### config.mk
export PLATFORM = sky130hd
export DESIGN_NAME = afis_status
export DESIGN_NICKNAME = d
export VERILOG_FILES = /design/src/shared/afis_pkg.sv /design/src/verilog/afis_status.sv
export SDC_FILE = /design/constraint.sdc
export NUM_CORES = 1
export LEC_CHECK = 0
export CORE_UTILIZATION = 55
export DETAILED_ROUTE_END_ITERATION = 10
export DONT_BUFFER_PORTS = 1
export HOLD_SLACK_MARGIN = 0.15
export PLACE_DENSITY_LB_ADDON = 0.12
export REMOVE_ABC_BUFFERS = 1
export SETUP_SLACK_MARGIN = 0.05
export SYNTH_ARGS = -nofsm -noshare
export SYNTH_HDL_FRONTEND = slang
export SYNTH_SLANG_ARGS = --single-unit
export TNS_END_PERCENT = 1
### constraint.sdc
create_clock -name core_clk -period 2.79 [get_ports core_clk]
set_input_delay 0.279 -clock core_clk [delete_from_list [all_inputs] [get_ports core_clk]]
set_output_delay 0.279 -clock core_clk [all_outputs]
set_load 0.01 [all_outputs]
### src/shared/afis_pkg.sv
// constants and carrier types for the optical front end interrupt status block
// assumes a register port already decoded from the serial interface
`default_nettype none
package afis_pkg;
  localparam logic [7:0] ADDR_FLAGS_PRI = 8'h00;
  localparam logic [7:0] ADDR_FLAGS_SEC = 8'h01;
  localparam logic [7:0] ADDR_ENABLE_PRI = 8'h02;
  localparam logic [7:0] ADDR_ENABLE_SEC = 8'h03;
  localparam logic [7:0] ADDR_FIFO_DATA = 8'h07;
  localparam logic [7:0] ADDR_FIFO_CFG = 8'h08;
  localparam int BIT_AFULL = 7;
  localparam int BIT_SAMPLE_READY = 6;
  localparam int BIT_AMBIENT_OVF = 5;
  localparam int BIT_PROX = 4;
  localparam int BIT_HEADROOM = 3;
  localparam int BIT_POWER_UP = 0;
  localparam int BIT_ANALOG_RANGE = 7;
  localparam int BIT_CLEAR_OPTION = 6;
  localparam int BIT_AFULL_ONESHOT = 5;
  localparam logic [7:0] MASK_FLAGS_PRI = 8'hF9;
  localparam logic [7:0] MASK_FLAGS_SEC = 8'h80;
  localparam logic [7:0] MASK_ENABLE_PRI = 8'hF8;
  localparam logic [7:0] MASK_ENABLE_SEC = 8'h80;
  localparam logic [7:0] MASK_FIFO_CFG = 8'h7F;
  localparam logic [7:0] RESET_FLAGS = 8'h00;
  localparam logic [7:0] RESET_ENABLE = 8'h00;
  localparam logic [7:0] RESET_FIFO_CFG = 8'h0F;
  localparam logic [5:0] FIFO_DEPTH = 6'h20;
  localparam int CLK_HZ = 100_000_000;
  localparam int ANALOG_DELAY_MS = 10;
  localparam int ANALOG_DELAY_CYCLES = CLK_HZ / 1000 * ANALOG_DELAY_MS;

  typedef enum logic [1:0] {ACQ_IDLE, ACQ_LED1, ACQ_LED2, ACQ_DUAL} afis_acq_t;

  typedef struct packed {
    logic samplePush;
    logic [5:0] fifoLevel;
    afis_acq_t acqMode;
    logic ambientOverflow;
    logic proxBelowThreshold;
    logic sampleEnd;
    logic led1LowHeadroom;
    logic digitalSupplyLockout;
    logic softReset;
    logic analogSupplyOutOfRange;
  } afis_events_t;

  typedef struct packed {
    logic [7:0] addr;
    logic read;
    logic write;
    logic [7:0] wdata;
  } afis_req_t;
endpackage
`default_nettype wire

### src/verilog/afis_status.sv
// interrupt status flags, enables and interrupt pin of the optical front end
// assumes register reads/writes arrive as one-cycle strobes synchronous to core_clk
`default_nettype none
module afis_status #(
  parameter int ANALOG_DELAY = afis_pkg::ANALOG_DELAY_CYCLES
) (
  input wire logic core_clk,
  input wire logic arst_n,
  input wire afis_pkg::afis_req_t req,
  input wire afis_pkg::afis_events_t ev,
  output logic [7:0] rdData,
  output logic intN,
  output logic proxMode
);
  import afis_pkg::*;

  logic [7:0] flagsPri_reg, flagsPri_next;
  logic [7:0] flagsSec_reg, flagsSec_next;
  logic [7:0] enablePri_reg, enablePri_next;
  logic [7:0] enableSec_reg, enableSec_next;
  logic [7:0] fifoCfg_reg, fifoCfg_next;
  logic [7:0] rdData_reg, rdData_next;
  logic intN_reg, intN_next;
  logic proxMode_reg, proxMode_next;
  logic afullCond_reg, afullCond_next;
  logic [31:0] rangeCnt_reg, rangeCnt_next;

  function automatic logic hit(input afis_req_t r, input logic [7:0] a);
    hit = r.read && (r.addr == a);
  endfunction

  logic [6:0] levelAfter;
  logic afullNow;
  logic dataReadClear;
  logic priRead;
  logic setAfull;
  logic setReady;
  logic setProx;
  logic setHeadroom;
  logic setPower;
  logic rangeMet;
  logic [7:0] setPri;
  logic [7:0] clrPri;

  always_comb begin
    priRead = hit(req, ADDR_FLAGS_PRI);
    dataReadClear = hit(req, ADDR_FIFO_DATA) && fifoCfg_reg[BIT_CLEAR_OPTION];
    // free slots after this push below the programmed threshold
    levelAfter = {1'b0, ev.fifoLevel} + 7'h01;
    afullNow = levelAfter > ({1'b0, FIFO_DEPTH} - {3'h0, fifoCfg_reg[3:0]});
    afullCond_next = afullCond_reg;
    if (ev.samplePush) begin
      afullCond_next = afullNow;
    end
    // repeat type flags every push; one-shot only on entry
    setAfull = ev.samplePush && afullNow
      && (!fifoCfg_reg[BIT_AFULL_ONESHOT] || !afullCond_reg);
    setReady = ev.samplePush && (ev.acqMode != ACQ_IDLE)
      && enablePri_reg[BIT_SAMPLE_READY];
    setHeadroom = ev.sampleEnd && ev.led1LowHeadroom && enablePri_reg[BIT_HEADROOM];
    setPower = ev.digitalSupplyLockout || ev.softReset;
    setPri = 8'h00;
    setPri[BIT_AFULL] = setAfull;
    setPri[BIT_SAMPLE_READY] = setReady;
    setPri[BIT_AMBIENT_OVF] = ev.ambientOverflow;
    setPri[BIT_PROX] = setProx;
    setPri[BIT_HEADROOM] = setHeadroom;
    setPri[BIT_POWER_UP] = setPower;
    clrPri = priRead ? MASK_FLAGS_PRI : 8'h00;
    clrPri[BIT_AFULL] = priRead || dataReadClear;
    clrPri[BIT_SAMPLE_READY] = priRead || dataReadClear;
    // a set in the clearing cycle wins so no event is lost
    flagsPri_next = ((flagsPri_reg & ~clrPri) | setPri) & MASK_FLAGS_PRI;
  end

  always_ff @(posedge core_clk or negedge arst_n) begin
    if (!arst_n) begin
      flagsPri_reg <= RESET_FLAGS;
      afullCond_reg <= 1'b0;
    end else begin
      flagsPri_reg <= flagsPri_next;
      afullCond_reg <= afullCond_next;
    end
  end

  always_comb begin
    // without the enable the block never enters proximity mode
    proxMode_next = proxMode_reg;
    setProx = 1'b0;
    if (!enablePri_reg[BIT_PROX]) begin
      proxMode_next = 1'b0;
    end else if (ev.sampleEnd) begin
      if (!proxMode_reg && ev.proxBelowThreshold) begin
        proxMode_next = 1'b1;
      end else if (proxMode_reg && !ev.proxBelowThreshold) begin
        proxMode_next = 1'b0;
        setProx = 1'b1;
      end
    end
  end

  always_ff @(posedge core_clk or negedge arst_n) begin
    if (!arst_n) begin
      proxMode_reg <= 1'b0;
    end else begin
      proxMode_reg <= proxMode_next;
    end
  end

  always_comb begin
    rangeCnt_next = 32'h0;
    rangeMet = 1'b0;
    // any return into range restarts the qualifying wait
    if (ev.analogSupplyOutOfRange) begin
      if (rangeCnt_reg >= 32'(ANALOG_DELAY)) begin
        rangeCnt_next = rangeCnt_reg;
        rangeMet = 1'b1;
      end else begin
        rangeCnt_next = rangeCnt_reg + 32'h1;
      end
    end
    flagsSec_next = flagsSec_reg;
    if (hit(req, ADDR_FLAGS_SEC)) begin
      flagsSec_next[BIT_ANALOG_RANGE] = 1'b0;
    end
    if (rangeMet) begin
      flagsSec_next[BIT_ANALOG_RANGE] = 1'b1;
    end
    flagsSec_next = flagsSec_next & MASK_FLAGS_SEC;
  end

  always_ff @(posedge core_clk or negedge arst_n) begin
    if (!arst_n) begin
      flagsSec_reg <= RESET_FLAGS;
      rangeCnt_reg <= 32'h0;
    end else begin
      flagsSec_reg <= flagsSec_next;
      rangeCnt_reg <= rangeCnt_next;
    end
  end

  always_comb begin
    enablePri_next = enablePri_reg;
    enableSec_next = enableSec_reg;
    fifoCfg_next = fifoCfg_reg;
    if (req.write) begin
      unique case (req.addr)
        ADDR_ENABLE_PRI: enablePri_next = req.wdata & MASK_ENABLE_PRI;
        ADDR_ENABLE_SEC: enableSec_next = req.wdata & MASK_ENABLE_SEC;
        ADDR_FIFO_CFG: fifoCfg_next = req.wdata & MASK_FIFO_CFG;
        default: ;
      endcase
    end
  end

  always_ff @(posedge core_clk or negedge arst_n) begin
    if (!arst_n) begin
      enablePri_reg <= RESET_ENABLE;
      enableSec_reg <= RESET_ENABLE;
      fifoCfg_reg <= RESET_FIFO_CFG;
    end else begin
      enablePri_reg <= enablePri_next;
      enableSec_reg <= enableSec_next;
      fifoCfg_reg <= fifoCfg_next;
    end
  end

  always_comb begin
    // read data shows the flags as they stood before the clearing read
    rdData_next = rdData_reg;
    if (req.read) begin
      unique case (req.addr)
        ADDR_FLAGS_PRI: rdData_next = flagsPri_reg;
        ADDR_FLAGS_SEC: rdData_next = flagsSec_reg;
        ADDR_ENABLE_PRI: rdData_next = enablePri_reg;
        ADDR_ENABLE_SEC: rdData_next = enableSec_reg;
        ADDR_FIFO_CFG: rdData_next = fifoCfg_reg;
        default: rdData_next = 8'h00;
      endcase
    end
  end

  always_ff @(posedge core_clk or negedge arst_n) begin
    if (!arst_n) begin
      rdData_reg <= 8'h00;
    end else begin
      rdData_reg <= rdData_next;
    end
  end

  always_comb begin
    // power-up flag has no enable bit and never drives the pin
    intN_next = !(|(flagsPri_next & enablePri_next)
      || |(flagsSec_next & enableSec_next));
  end

  always_ff @(posedge core_clk or negedge arst_n) begin
    if (!arst_n) begin
      intN_reg <= 1'b1;
    end else begin
      intN_reg <= intN_next;
    end
  end

  assign rdData = rdData_reg;
  assign intN = intN_reg;
  assign proxMode = proxMode_reg;
endmodule
`default_nettype wire
# After elaboration in Yosys (flattened, before gate mapping)
# Index checks and enable logic that the tools add are counted.
# classes
n_mul	0
n_addsub	3
n_eq_ne	8
reduce_logical	27
bitwise_logic	5
shift	0
order_cmp	2
div_mod_pow	0
n_mux	20
# ops
operator	count
two-way mux 32 bit	2
case mux 8 bit (5 select lines)	1
adder 32 x 1 -> 32 bit (second input constant)	1
>= comparator 32 x 20 -> 1 bit (second input constant)	1
two-way mux 8 bit	4
AND 8 bit	3
== test 8 x 2 -> 1 bit (second input constant)	2
OR reduction 8 bit	2
logical AND 1 bit	12
two-way mux 1 bit	12
== test 8 x 1 -> 1 bit (second input constant)	1
== test 8 x 3 -> 1 bit (second input constant)	1
== test 8 x 4 -> 1 bit (second input constant)	1
zero test 8 bit	1
inverter 8 bit	1
OR 8 bit	1
adder 6 x 1 -> 7 bit (second input constant)	1
> comparator 7 bit	1
subtractor 6 x 4 -> 7 bit (first input constant)	1
two-way mux 6 bit	1
zero test 1 bit	5
logical OR 1 bit	4
!= test 2 bit (second input constant)	2
AND reduction 2 bit	2
2 further kinds	2
# word_totals
romBits	0
memories	0
ram_bits	0
elab_cells	75
in_bits	36
register_bits	73
latch_bits	0

# Longest topological paths before layout
# logic_depth
depth_word	11
mapped_depth	10

# Worst setup path after synthesis
# Ideal clock, no wire load.
# synth_timing
kind	reg-to-reg
from	reg fifoCfg_reg[0]
to	reg intN_reg, in the netlist intN
required_ps	2685
slack_ps	390
path_stages_with_launch	10
arrival_time_ps	2295
path_cell_list	dfstp_2 > inv_1 > ha_1 > nor3b_1 > ha_1 > a2111oi_0 > a211oi_1 > a31oi_1 > o21ai_0 > a2111oi_2
# synth_between
elab_chain_len	9
# synth_lines
item	line	source
from (decl)	afis_status.sv:21	logic [7:0] fifoCfg_reg, fifoCfg_next;
from (signal assigned)	afis_status.sv:164	fifoCfg_reg <= fifoCfg_next;
subtractor 6 x 4 -> 7 bit	afis_status.sv:50	afullNow = levelAfter > ({1'b0, FIFO_DEPTH} - {3'h0, fifoCfg_reg[3:0]});
> comparator 7 bit	afis_status.sv:50	
logical AND 1 bit	afis_status.sv:56	setAfull = ev.samplePush && afullNow
logical AND 1 bit	afis_status.sv:57	&& (!fifoCfg_reg[BIT_AFULL_ONESHOT] || !afullCond_reg);
OR 8 bit	afis_status.sv:73	flagsPri_next = ((flagsPri_reg & ~clrPri) | setPri) & MASK_FLAGS_PRI;
named net flagsPri_next[7]	afis_status.sv:17	logic [7:0] flagsPri_reg, flagsPri_next;
AND 8 bit	afis_status.sv:193	intN_next = !(|(flagsPri_next & enablePri_next)
OR reduction 8 bit	afis_status.sv:193	
logical OR 1 bit	afis_status.sv:194	|| |(flagsSec_next & enableSec_next));
zero test 1 bit	afis_status.sv:193	
named net intN_next	afis_status.sv:23	logic intN_reg, intN_next;
to (signal assigned)	afis_status.sv:201	intN_reg <= intN_next;
to (decl)	afis_status.sv:23	
# The timed path passes the listed nets, and every way through them passes these cells.
# A chain may end at the register's enable or synchronous reset.

# Final worst setup path
# Ends and elaborated chain as after synthesis.

==> results.cfg <==
[synth]
async_flop_share_pct = 100.0
synth_top_area_cell = dfrtp_1
synth_top_area_share_pct = 45.04
synth_commonest_cells = 59 x dfrtp_1, 31 x and2_1, 19 x nand2_1, 15 x nand3_1, 15 x nor2_1
netlist_instances = 304
synth-seq-cells = 64
synth_area_um2 = 3278
yosysWarningCount = 0
synth-seq-area-share_pct = 49.05
synthTopCellsByArea = dfrtp_1 45%, and2_1 5.9%, dfstp_2 4.0%
synth_area_per_cell_um2 = 10.78
ys.flop_type = dfrtp_1
synth-edff-count = 0
yosysMostFrequentCell = dfrtp_1
synth_cell_type_count = 54

[routing]
vias = 2337
viasPerCell = 5.728
drc = 0
ant_nets = 0
routed_wl_mm = 6.612
drt_iter0_drc = 77
drt_first_pass_iters = 4
wl_per_cell_um = 16.21

[floorplanning]
io_pins = 46
die_y_um = 79.20
initial_utilization_pct = 58.11
rows = 27
core_um2 = 5642
dieArea_um2 = 6273
die-width_um = 79.20

[layout]
drive_above_1_share_pct = 14.88
fin_area_um2 = 3796
n_antenna_cell = 0
largest_reg_flops = 32
final_nets = 377
area_growth_pct = 15.80

[placement]
io_buffers = 0
dp_hpwl_mm = 4.150
routabilityCongestion = 0.7713
placed_cell_area_um2 = 3338

[power_and_ir_drop]
intPower_mw = 1.439
pwr-share-clk_pct = 36.8
power.leakage_nw = 1.740
pwr-share-seq_pct = 51.7
p_sw_share_pct = 25.02
powerDensity_nw_per_um2 = 505.7
vdd.ir_drop.worst_uv = 479.7
p_comb_share_pct = 11.5
p_switching_mw = 0.4803
power.total_mw = 1.920

[worst_setup_path]
r2r_start = fifoCfg_reg[0]
required_ns = 3.03
slowest_stage = dfstp_2
critical_path_arrival_ns = 2.85
crit_family = compound AO/OA/AOI/OAI gates
reg2reg_setup_slack_ns = 0.18
cp_common_cell = ha_1
reg2reg_to = intN
path_class = flop to flop
cp_max_fo = 6
startpoint_type = flop
crit_chain = inv_1, ha_1, nor3b_1, ha_1, a2111oi_4, a211oi_1, a31oi_2, o21ai_2, a2111oi_2
critical-path-max-stage-delay_ns = 0.57
path_buf_inv = 1
cp-end-kind = flop
r2r_cells = 9

[clocking]
clock-root-buffer = clkbuf_8
h-tree-depth = 3
clockBufferDepth = 2
path_clk_slew_ns = 0.07
cts_tree = built
cts.sinks = 64
cts_buffers = 9
worstSkewPairLatency_ns = 0.34

[global_routing]
antenna_found_initial = 0
grt_max_degree = 65
grtUsageTotal_pct = 23.66
overflow = 0
grt_pass1_wl_mm = 11.08
grt_pass1_vias = 2327

[sta]
fmax_ghz = 0.3836
fin_skew_ns = 0.009801
timing.final.max_slew_violations = 0
fin_crit_ns = 2.607
holdWs_ns = 0.1720
slew_headroom_pct = 39.25
post-route-period-util_pct = 93.45
hold_viol_final = 0
max_slew.worst_pin.slew_ns = 0.9082
setup_tns_ns = 0
rsz0062_at_grt = no
finalSetupViolCount = 0

[hold_path]
whs_path_depth = 2
hold_path_class = primary input to flop
hp-start = req[9]
hold_end = rdData[1]

[status]
status = finished, final reports clean

[run]
drv_cap = 0
area by class of cell:
| class | count | area [µm²] |
|---|---|---|
| Inverter | 13 | 48.80 |
| Clock buffer | 13 | 158.9 |
| Timing Repair Buffer | 24 | 255.2 |
| Multi-Input combinational cell | 219 | 1618 |
| Sequential cell | 64 | 1608 |
| Clock inverter | 3 | 17.52 |
| Tap cell | 72 | 90.09 |
| Fill cell | 419 | 1846 |
through the flow:
step / util (%) / setup slack, ns / std cells
floorplan: - / 0.3901 / 296
global placement: 59.17 / 0.1655 / 369
detailed placement: 59.17 / 0.05052 / 369
CTS: 66.53 / 0.06604 / 407
global route: 67.29 / 0.08667 / 408
finish: 67.29 / 0.1829 / 408
cells by family after synthesis:
group	synth area share [%]
buffers and inverters	2.634
DFF	49.05
xor gates and xnor gates	5.878
adders and majority gates	3.817
and+or+nand+nor	21.79
AOI/OAI and AO/OA	9.924
muxes	6.908
worst reg2reg max path, stage by stage (launching register included):
cell	delay, ns
dfstp_2	0.57
inv_1	0.05
ha_1	0.21
nor3b_1	0.15
ha_1	0.35
a2111oi_4	0.38
a211oi_1	0.13
a31oi_2	0.26
o21ai_2	0.10
a2111oi_2	0.30
cells in the final DEF (no fill, tap or decap), types with 2 or more instances in the layout:
master,count
dfrtp_1,59
clkinv_2,2
and2_1,31
o211ai_1,2
nand2_1,19
nor4_1,5
xor2_1,9
a21boi_0,2
dlygate4sd3_1,22
a211oi_1,2
mux2i_1,8
clkbuf_8,11
ha_1,10
o31ai_1,2
nor2b_1,5
clkbuf_1,2
nand3_1,15
and4_1,2
nand3_2,2
and3_1,4
nor3_1,8
mux2_2,11
dfstp_2,5
a32o_1,2
xnor2_1,13
o21ai_0,8
inv_1,13
nand4_1,4
a21oi_1,12
nor2_1,15
what timing repair did:
| item | 4_1_cts | 5_1_grt |
|---|---|---|
| endpoints found under the hold margin | 124 | 1 |
| hold buffers | 22 | 1 |
| endpoints found under the setup margin | 1 | 1 |
| resized for setup | 1 | 6 |
| setup buffers | 0 | 0 |
power by group through the flow:
stage          Sequential [mW]  Clock, mW  Combinational, mW
3_3_place_gp              1.01          0              0.125
3_5_place_dp              1.01          0              0.133
6_report                 0.992      0.707              0.220
4_1_cts                  0.991      0.731              0.195
2_1_floorplan             1.00          0              0.110
5_1_grt                  0.997      0.775              0.245
per-layer routing:
| metal | vias to the layer above | track usage, % | wire [µm] |
|---|---|---|---|
| met5 | - | 0 | 0 |
| met4 | 0 | 8.545 | 110 |
| met3 | 11 | 7.816 | 326 |
| met2 | 61 | 38.97 | 3247 |
| met1 | 1129 | 28.89 | 2928 |
| li1 | 1136 | - | - |
how the worst max path moves through the flow:
stage	startpoint	cells after the start	endpoint
2_1_floorplan	fifoCfg_reg[0]	9	intN
4_1_cts	fifoCfg_reg[0]	9	intN
6_report	fifoCfg_reg[0]	9	intN
5_1_grt	fifoCfg_reg[0]	9	intN
3_3_place_gp	fifoCfg_reg[0]	9	intN
3_5_place_dp	fifoCfg_reg[0]	9	intN
(Power assumes the default switching activity.)
